<file path="src/sysconf_pkg.sv">
`default_nettype none
package sysconf_pkg;
  localparam int unsigned NREG = 18;
  localparam logic [7:0] OFF_WAKE = 8'h30;
  localparam logic [7:0] OFF_LED = 8'h31;
  localparam logic [7:0] OFF_ADCT = 8'h32;
  localparam logic [7:0] OFF_PWM = 8'h33;
  localparam logic [7:0] OFF_PRA = 8'h34;
  localparam logic [7:0] OFF_IRQ0 = 8'h35;
  localparam logic [7:0] OFF_IRQ4A = 8'h36;
  localparam logic [7:0] OFF_IRQ4B = 8'h37;
  localparam logic [7:0] OFF_IRQ4C = 8'h38;
  localparam logic [7:0] OFF_EDGEA = 8'h39;
  localparam logic [7:0] OFF_EDGEB = 8'h3a;
  localparam logic [7:0] OFF_TXB = 8'h3e;
  localparam logic [7:0] OFF_RXB = 8'h3f;
  localparam logic [7:0] OFF_CNTL = 8'h40;
  localparam logic [7:0] OFF_CNTH = 8'h41;
  localparam logic [7:0] OFF_REF = 8'h42;
  localparam logic [7:0] OFF_IIC = 8'h50;
  localparam logic [7:0] OFF_PWR = 8'h2d;
  // byte address of register i is 4*offset
  localparam logic [7:0] REG_OFF [NREG] = '{OFF_WAKE, OFF_LED, OFF_ADCT, OFF_PWM, OFF_PRA,
    OFF_IRQ0, OFF_IRQ4A, OFF_IRQ4B, OFF_IRQ4C, OFF_EDGEA, OFF_EDGEB, OFF_TXB, OFF_RXB,
    OFF_CNTL, OFF_CNTH, OFF_REF, OFF_IIC, OFF_PWR};
  localparam logic [7:0] REG_RST [NREG] = '{8'h07, 8'h00, 8'h00, 8'h00, 8'h10, 8'h00,
    8'h00, 8'h00, 8'h00, 8'h55, 8'h01, 8'h00, 8'h00, 8'h00, 8'h00, 8'h02, 8'h02, 8'h71};
  localparam logic [7:0] REG_MASK [NREG] = '{8'h07, 8'h0f, 8'h7f, 8'hff, 8'hff, 8'hff,
    8'h80, 8'hff, 8'h7f, 8'hff, 8'h07, 8'hff, 8'hff, 8'hff, 8'h0f, 8'h3f, 8'h03, 8'h71};
  localparam int unsigned IDX_PWR = 17;
  localparam int unsigned PWR_BOR_BIT = 5;
  localparam logic [5:0] CONV_GAP_BASE = 6'h03;
  localparam int unsigned BUF_SHIFT = 4;
endpackage : sysconf_pkg
`default_nettype wire

</file>
<file path="src/system_config_register_bank.sv">
`default_nettype none
module system_config_register_bank (
  // clock and reset
  input  wire logic        i_core_clk,
  input  wire logic        i_nrst,
  // power-on flag: high for the reset that comes from power-up
  input  wire logic        i_por_flag,
  // apb slave
  input  wire logic        i_psel,
  input  wire logic        i_penable,
  input  wire logic        i_pwrite,
  input  wire logic [11:0] i_paddr,
  input  wire logic [31:0] i_pwdata,
  output logic      [31:0] o_prdata,
  output logic             o_pready,
  output logic             o_pslverr,
  // settings for the peripherals
  output logic             o_lowvolt_detect_off,
  output logic             o_brownout_off,
  output logic             o_slow_crystal_off,
  output logic             o_converter_off,
  output logic      [2:0]  o_pll_wake_wait,
  output logic      [5:0]  o_conv_gap_total,
  output logic      [1:0]  o_conv_bias,
  output logic      [3:0]  o_led_port_drive,
  output logic      [7:0]  o_pwm_pin_route,
  output logic             o_serial_b_pin_pick,
  output logic      [1:0]  o_serial_a_pin_pick,
  output logic             o_twowire_pin_pick,
  output logic      [2:0]  o_irq_abc_pin_enable,
  output logic             o_irq_zero_src8_pin_enable,
  output logic      [7:0]  o_irq_zero_src_pin_enable,
  output logic      [22:7] o_irq_four_src_pin_enable,
  output logic      [7:0]  o_irq_edge_cfg,
  output logic             o_irq_four_edge_sel,
  output logic      [1:0]  o_irq_zero_edge_sel,
  output logic      [11:0] o_spi_tx_base,
  output logic      [11:0] o_spi_rx_base,
  output logic      [11:0] o_spi_count,
  output logic             o_conv_ref_internal,
  output logic             o_conv_ref_level,
  output logic      [1:0]  o_conv_int_volt_sel,
  output logic      [1:0]  o_offset_cancel_seq,
  output logic             o_twowire_analog_filter,
  output logic             o_twowire_digital_filter
);
  import sysconf_pkg::*;

  logic [7:0] regs_q [NREG];
  logic [7:0] rd_d;
  logic       hit_d;
  logic [4:0] idx_d;
  logic       acc_d;
  logic       por_seen_q;
  logic       bor_q;

  function automatic logic [4:0] decode(input logic [11:0] a);
    decode = 5'h1f;
    for (int i = 0; i < NREG; i++) begin
      if (a == {2'h0, REG_OFF[i], 2'h0}) begin
        decode = 5'(i);
      end
    end
  endfunction : decode

  always_comb begin
    idx_d = decode(i_paddr);
    hit_d = (idx_d != 5'h1f);
    rd_d = 8'h00;
    if (hit_d) begin
      rd_d = regs_q[idx_d];
      if (idx_d == 5'(IDX_PWR)) begin
        rd_d[PWR_BOR_BIT] = bor_q;
      end
    end
  end

  assign acc_d = i_psel && i_penable && !o_pready;

  // one wait state: answers on the second access cycle
  always_ff @(posedge i_core_clk or negedge i_nrst) begin
    if (!i_nrst) begin
      o_pready  <= 1'b0;
      o_pslverr <= 1'b0;
      o_prdata  <= 32'h0;
    end else begin
      o_pready  <= acc_d;
      o_pslverr <= acc_d && !hit_d;
      o_prdata  <= (acc_d && !i_pwrite) ? {24'h0, rd_d} : 32'h0;
    end
  end

  // power-on is caught during reset and up to the first edge after release; only then is brownout forced off
  always_ff @(posedge i_core_clk or negedge i_nrst) begin
    if (!i_nrst) begin
      por_seen_q <= 1'b0;
    end else begin
      por_seen_q <= 1'b1;
    end
  end

  // brownout bit has no reset, so only power-on or a write to bit 5 of the power register sets it
  // a write in the same cycle as the power-on set wins
  always_ff @(posedge i_core_clk) begin
    if (acc_d && i_pwrite && hit_d && (idx_d == 5'(IDX_PWR))) begin
      bor_q <= i_pwdata[PWR_BOR_BIT];
    end else if (!por_seen_q && i_por_flag) begin
      bor_q <= 1'b1;
    end
  end

  always_ff @(posedge i_core_clk or negedge i_nrst) begin
    if (!i_nrst) begin
      for (int i = 0; i < NREG; i++) begin
        regs_q[i] <= REG_RST[i];
      end
    end else begin
      if (acc_d && i_pwrite && hit_d) begin
        regs_q[idx_d] <= i_pwdata[7:0] & REG_MASK[idx_d];
      end
    end
  end

  // settings leave straight from the register flops; only o_conv_gap_total passes an adder
  always_comb begin
    o_lowvolt_detect_off = regs_q[17][6];
    o_brownout_off       = bor_q;
    o_slow_crystal_off   = regs_q[17][4];
    o_converter_off      = regs_q[17][0];
    o_pll_wake_wait      = regs_q[0][2:0];
    o_conv_gap_total     = CONV_GAP_BASE + {1'b0, regs_q[2][6:2]};
    o_conv_bias          = regs_q[2][1:0];
    o_led_port_drive          = regs_q[1][3:0];
    o_pwm_pin_route      = regs_q[3];
    o_serial_b_pin_pick  = regs_q[4][7];
    o_serial_a_pin_pick  = regs_q[4][6:5];
    o_twowire_pin_pick   = regs_q[4][4];
    o_irq_abc_pin_enable = regs_q[4][3:1];
    o_irq_zero_src8_pin_enable = regs_q[4][0];
    o_irq_zero_src_pin_enable = regs_q[5];
    o_irq_four_src_pin_enable = {regs_q[8][6:0], regs_q[7], regs_q[6][7]};
    o_irq_edge_cfg       = regs_q[9];
    o_irq_four_edge_sel  = regs_q[10][2];
    o_irq_zero_edge_sel  = regs_q[10][1:0];
    o_spi_tx_base        = {regs_q[11], 4'h0};
    o_spi_rx_base        = {regs_q[12], 4'h0};
    o_spi_count          = {regs_q[14][3:0], regs_q[13]};
    o_conv_ref_internal  = regs_q[15][5];
    o_conv_ref_level     = regs_q[15][4];
    o_conv_int_volt_sel  = regs_q[15][3:2];
    o_offset_cancel_seq  = regs_q[15][1:0];
    o_twowire_analog_filter  = regs_q[16][1];
    o_twowire_digital_filter = regs_q[16][0];
  end

  wr_mask_a: assert property (@(posedge i_core_clk) disable iff (!i_nrst)
    (acc_d && i_pwrite && hit_d) |=> ((regs_q[$past(idx_d)] & ~REG_MASK[$past(idx_d)]) == 8'h0))
    else $error("reserved bit stored");
  ready_pulse_a: assert property (@(posedge i_core_clk) disable iff (!i_nrst)
    (i_psel && i_penable && !o_pready) |=> o_pready ##1 !o_pready)
    else $error("pready timing wrong");
  bad_addr_a: assert property (@(posedge i_core_clk) disable iff (!i_nrst)
    (acc_d && !hit_d) |=> (o_pslverr && o_prdata == 32'h0))
    else $error("unmapped access not flagged");
  gap_sum_a: assert property (@(posedge i_core_clk) disable iff (!i_nrst)
    o_conv_gap_total == 6'(regs_q[2][6:2]) + 6'd3)
    else $error("gap count wrong");
  tx_base_a: assert property (@(posedge i_core_clk) disable iff (!i_nrst)
    o_spi_tx_base[3:0] == 4'h0 && o_spi_tx_base[11:4] == regs_q[11])
    else $error("tx base wrong");
  rx_base_a: assert property (@(posedge i_core_clk) disable iff (!i_nrst)
    o_spi_rx_base == 12'(regs_q[12]) * 12'd16)
    else $error("rx base wrong");
  por_bor_a: assert property (@(posedge i_core_clk) disable iff (!i_nrst)
    (!por_seen_q && i_por_flag && !(acc_d && i_pwrite)) |=> o_brownout_off)
    else $error("power-on did not set brownout off");
  read_back_a: assert property (@(posedge i_core_clk) disable iff (!i_nrst)
    (acc_d && !i_pwrite && hit_d) |=> o_prdata[31:8] == 24'h0 && o_prdata[7:0] == $past(rd_d))
    else $error("read data wrong");
  count_a: assert property (@(posedge i_core_clk) disable iff (!i_nrst)
    o_spi_count[11:8] == regs_q[14][3:0])
    else $error("count high nibble wrong");
endmodule : system_config_register_bank
`default_nettype wire

</file>
<file path="config.mk">
export PLATFORM = sky130hd
export DESIGN_NAME = system_config_register_bank
export DESIGN_NICKNAME = d
export VERILOG_FILES = /design/src/sysconf_pkg.sv /design/src/system_config_register_bank.sv
export SDC_FILE = /design/constraint.sdc
export NUM_CORES = 1
export LEC_CHECK = 0
export ABC_AREA = 1
export BUFFER_PORTS_ARGS = -buffer_cell sky130_fd_sc_hd__buf_2
export CAP_MARGIN = 30
export CORE_MARGIN = 2
export CORE_UTILIZATION = 55
export CTS_BUF_LIST = sky130_fd_sc_hd__clkbuf_8
export DETAILED_ROUTE_END_ITERATION = 8
export PLACE_DENSITY = 0.82
export SETUP_SLACK_MARGIN = 0.05
export SLEW_MARGIN = 20
export SYNTH_ARGS = -nofsm -noshare
export SYNTH_HDL_FRONTEND = slang
export SYNTH_SLANG_ARGS = --single-unit
</file>
<file path="constraint.sdc">
create_clock -name i_core_clk -period 2.8 [get_ports i_core_clk]
set_clock_uncertainty 0.05 [all_clocks]
set_input_delay 0.14 -clock i_core_clk [delete_from_list [all_inputs] [get_ports i_core_clk]]
set_output_delay 0.14 -clock i_core_clk [all_outputs]
set_load 0.02 [all_outputs]
</file>
==> out/metrics.cfg <==
[detailed_routing]
ant_nets=0
drcViolationCount=0
firstDrtPassIters=5
routed_wl_mm=22.8
viasPerCell=5.59
wl_per_cell_um=17.8
drtIter0Drc=910
vias=7158

[cells_and_area]
final_nets=1135
seq_area_um2=3930
final.fill_count=1287
multi_input_area_um2=3040
drive_gt1_frac=0.259
final_core_util=0.625
diodes=0
syn_to_final_growth_pct=10.6

[yosys]
synth_area_leaders=dfrtp_1, buf_4, nand2_1
synthFlopType=dfrtp_1
synth_edf_count=1
synth_top_cell_by_area=dfrtp_1
synth-seq-cells=156
synth_top_area_frac=0.423
ys_types=42
syn-cell-area_um2=8280
yosys_warnings=0
synthArstFlopShare=0.994
avgSynthCellArea_um2=8.34
ys_seq_area_frac=0.474
post-synth-top-count-cell=nand2_1
syn_inst=992
synth_common_cells=nand2_1, dfrtp_1, buf_4

[clocking]
post_cts_buffers=0
numCtsBuffers=17
cts-root-buf=clkbuf_8
clk_path_buf_depth=2
cts.sinks=156
clk_pin_slew_worst_paths_ps=80
cts-htree-levels=4
cts_tree=built
clk_latency_ps=460

[worst_setup_path]
critical_path.max_stage_delay_ps=580
reg2reg_depth=6
end_kind=flop
critPathSlowestCell=dlygate4sd3_1
crit_path_start_kind=primary input
r2r_slack_ps=820
crit_required_ps=3080
critPathMaxFanout=9
path_class=primary input to flop
worstPathArrival_ps=2760
crit_chain=dlygate4sd3_1 -> buf_2 -> nand2_1 -> dlygate4sd3_1 -> nor2_1 -> nand3_4 -> nor2_1 -> nand2_1 -> nand2_1 -> o21ai_0
r2r-start=o_pready
cp_common_cell=nand2_1
reg2reg_to=o_spi_count[11]

[die]
rows=44
core_um2=14600
io_pins=198
die_w_um=127
die_h_um=127
start_util=0.565
dieArea_um2=16000

[sta]
finalSetupTns_ps=0
relSlewSlack=0.508
finalHoldViolCount=0
hold_ws_ps=17.2
layout_min_cycle_time_ps=2480
timing.final.crit_share=0.885
grt_setup_unrepaired=false
fmaxAchievable_mhz=403
slew_viol_final=0
tightest_slew_ps=738
fin_ws_ps=321
setup_viol=0

[place]
dp_slack_ps=114
place_hpwl_mm=16.6
gp_congestion=0.926
port_buffers=141

[global_routing]
grt_overflow=0
grt_max_degree=82
grt_pass1_wl_mm=35.7
grt_usage=0.289
grt_pass1_vias=6609
antenna_found_initial=0

[pwr]
powerDensity_nw_per_um2=447
p_total_w=0.00409
ir_drop_mv=0.287
leakage_nw=4.86

[outcome]
status=complete, no violations

[min_path]
hold_path_startpoint=i_por_flag
hold_depth=3
hold_class=primary input to flop
holdPathEnd=o_brownout_off

[job]
cap_violations=0

==> kinds of logic (layout without fill, tap and decap cells) <==
family / after synthesis / in the layout / share of synthesized area
flip-flops: 156 / 156 / 0.474
AND/OR/NAND/NOR: 371 / 371 / 0.206
other: 2 / 33 / 0.000907
adder cells (fa/ha/maj): 1 / 1 / 0.00151
buffers and inverters: 247 / 321 / 0.172
AO/OA/AOI/OAI: 212 / 212 / 0.142
XOR/XNOR: 3 / 3 / 0.00317
==> report_power, final <==
| group | internal (W) | switching (W) | leakage, nW |
|---|---|---|---|
| sequential | 0.00226 | 0.00000129 | 2.04 |
| combinational | 0.0000438 | 0.000151 | 2.62 |
| clock | 0.000800 | 0.000837 | 0.200 |
| total | 0.00310 | 0.000989 | 4.86 |
==> through the flow <==
step,instances,instance area [µm²]
after floorplan,1023,8390
after global placement,1244,8720
after detailed placement,1244,8720
after CTS,1281,9150
after global routing,1281,9150
final,1281,9150
==> registers in the layout, indices dropped and copies added, names as in the netlist, 2 cells and up <==
signal and count:
o_conv_bias 2, o_conv_int_volt_sel 2, o_irq_abc_pin_enable 3, o_irq_edge_cfg 8
o_irq_four_src_pin_enable 16, o_irq_zero_edge_sel 2, o_irq_zero_src_pin_enable 8, o_led_port_drive 4
o_offset_cancel_seq 2, o_pll_wake_wait 3, o_prdata 8, o_pwm_pin_route 8
o_serial_a_pin_pick 2, o_spi_count 12, o_spi_rx_base 8, o_spi_tx_base 8
regs_q 45
==> worst max-delay path: cells and delay by family <==
| kind | cells | cell delay (ps) |
|---|---|---|
| and+or+nand+nor | 6 | 1320 |
| AOI/OAI and AO/OA | 1 | 110 |
| buffers and inverters | 3 | 1190 |
==> cell type report <==
class	count	area share
multi-input cells	620	0.333
flip-flops and latches	156	0.429
clock inverters	14	0.0142
clock buffers	18	0.0271
repair buffers	199	0.135
inverters	90	0.0369
well taps	184	0.0252
==> cells in the final DEF (no fill, tap or decap), types with 37 or more instances in the layout <==
cell type	count
buf_2	140
dfrtp_1	140
buf_4	47
o21ai_1	37
inv_1	83
o21ai_0	107
nand2_1	195
o22ai_1	58
nor2_1	64
nand3_1	51
==> metal layers <==
metal  GRT usage  vias up  share of wire
met1       0.406     3347           0.41
met4       0.111        0          0.028
met5           0        -              0
met3      0.0536       45          0.096
li1            -     3320              -
met2       0.452      446           0.46
==> worst max path at each step <==
stage / start / endpoint / slack (ps) / cells after the start
2_1_floorplan: i_paddr[9] / o_irq_four_src_pin_enable[22] / 680 / 15
3_3_place_gp: i_paddr[9] / regs_q[31] / 140 / 15
3_5_place_dp: i_paddr[9] / o_spi_count[11] / 110 / 15
4_1_cts: i_penable / o_spi_count[11] / 370 / 10
5_1_grt: i_penable / o_spi_count[11] / 180 / 10
6_report: i_penable / o_spi_count[11] / 320 / 10
==> timing repair <==
action                                 CTS  global route
endpoints found under the hold margin   76             0
gates resized for setup                  0             0
hold buffers                             5             0
(Power assumes the default switching activity.)
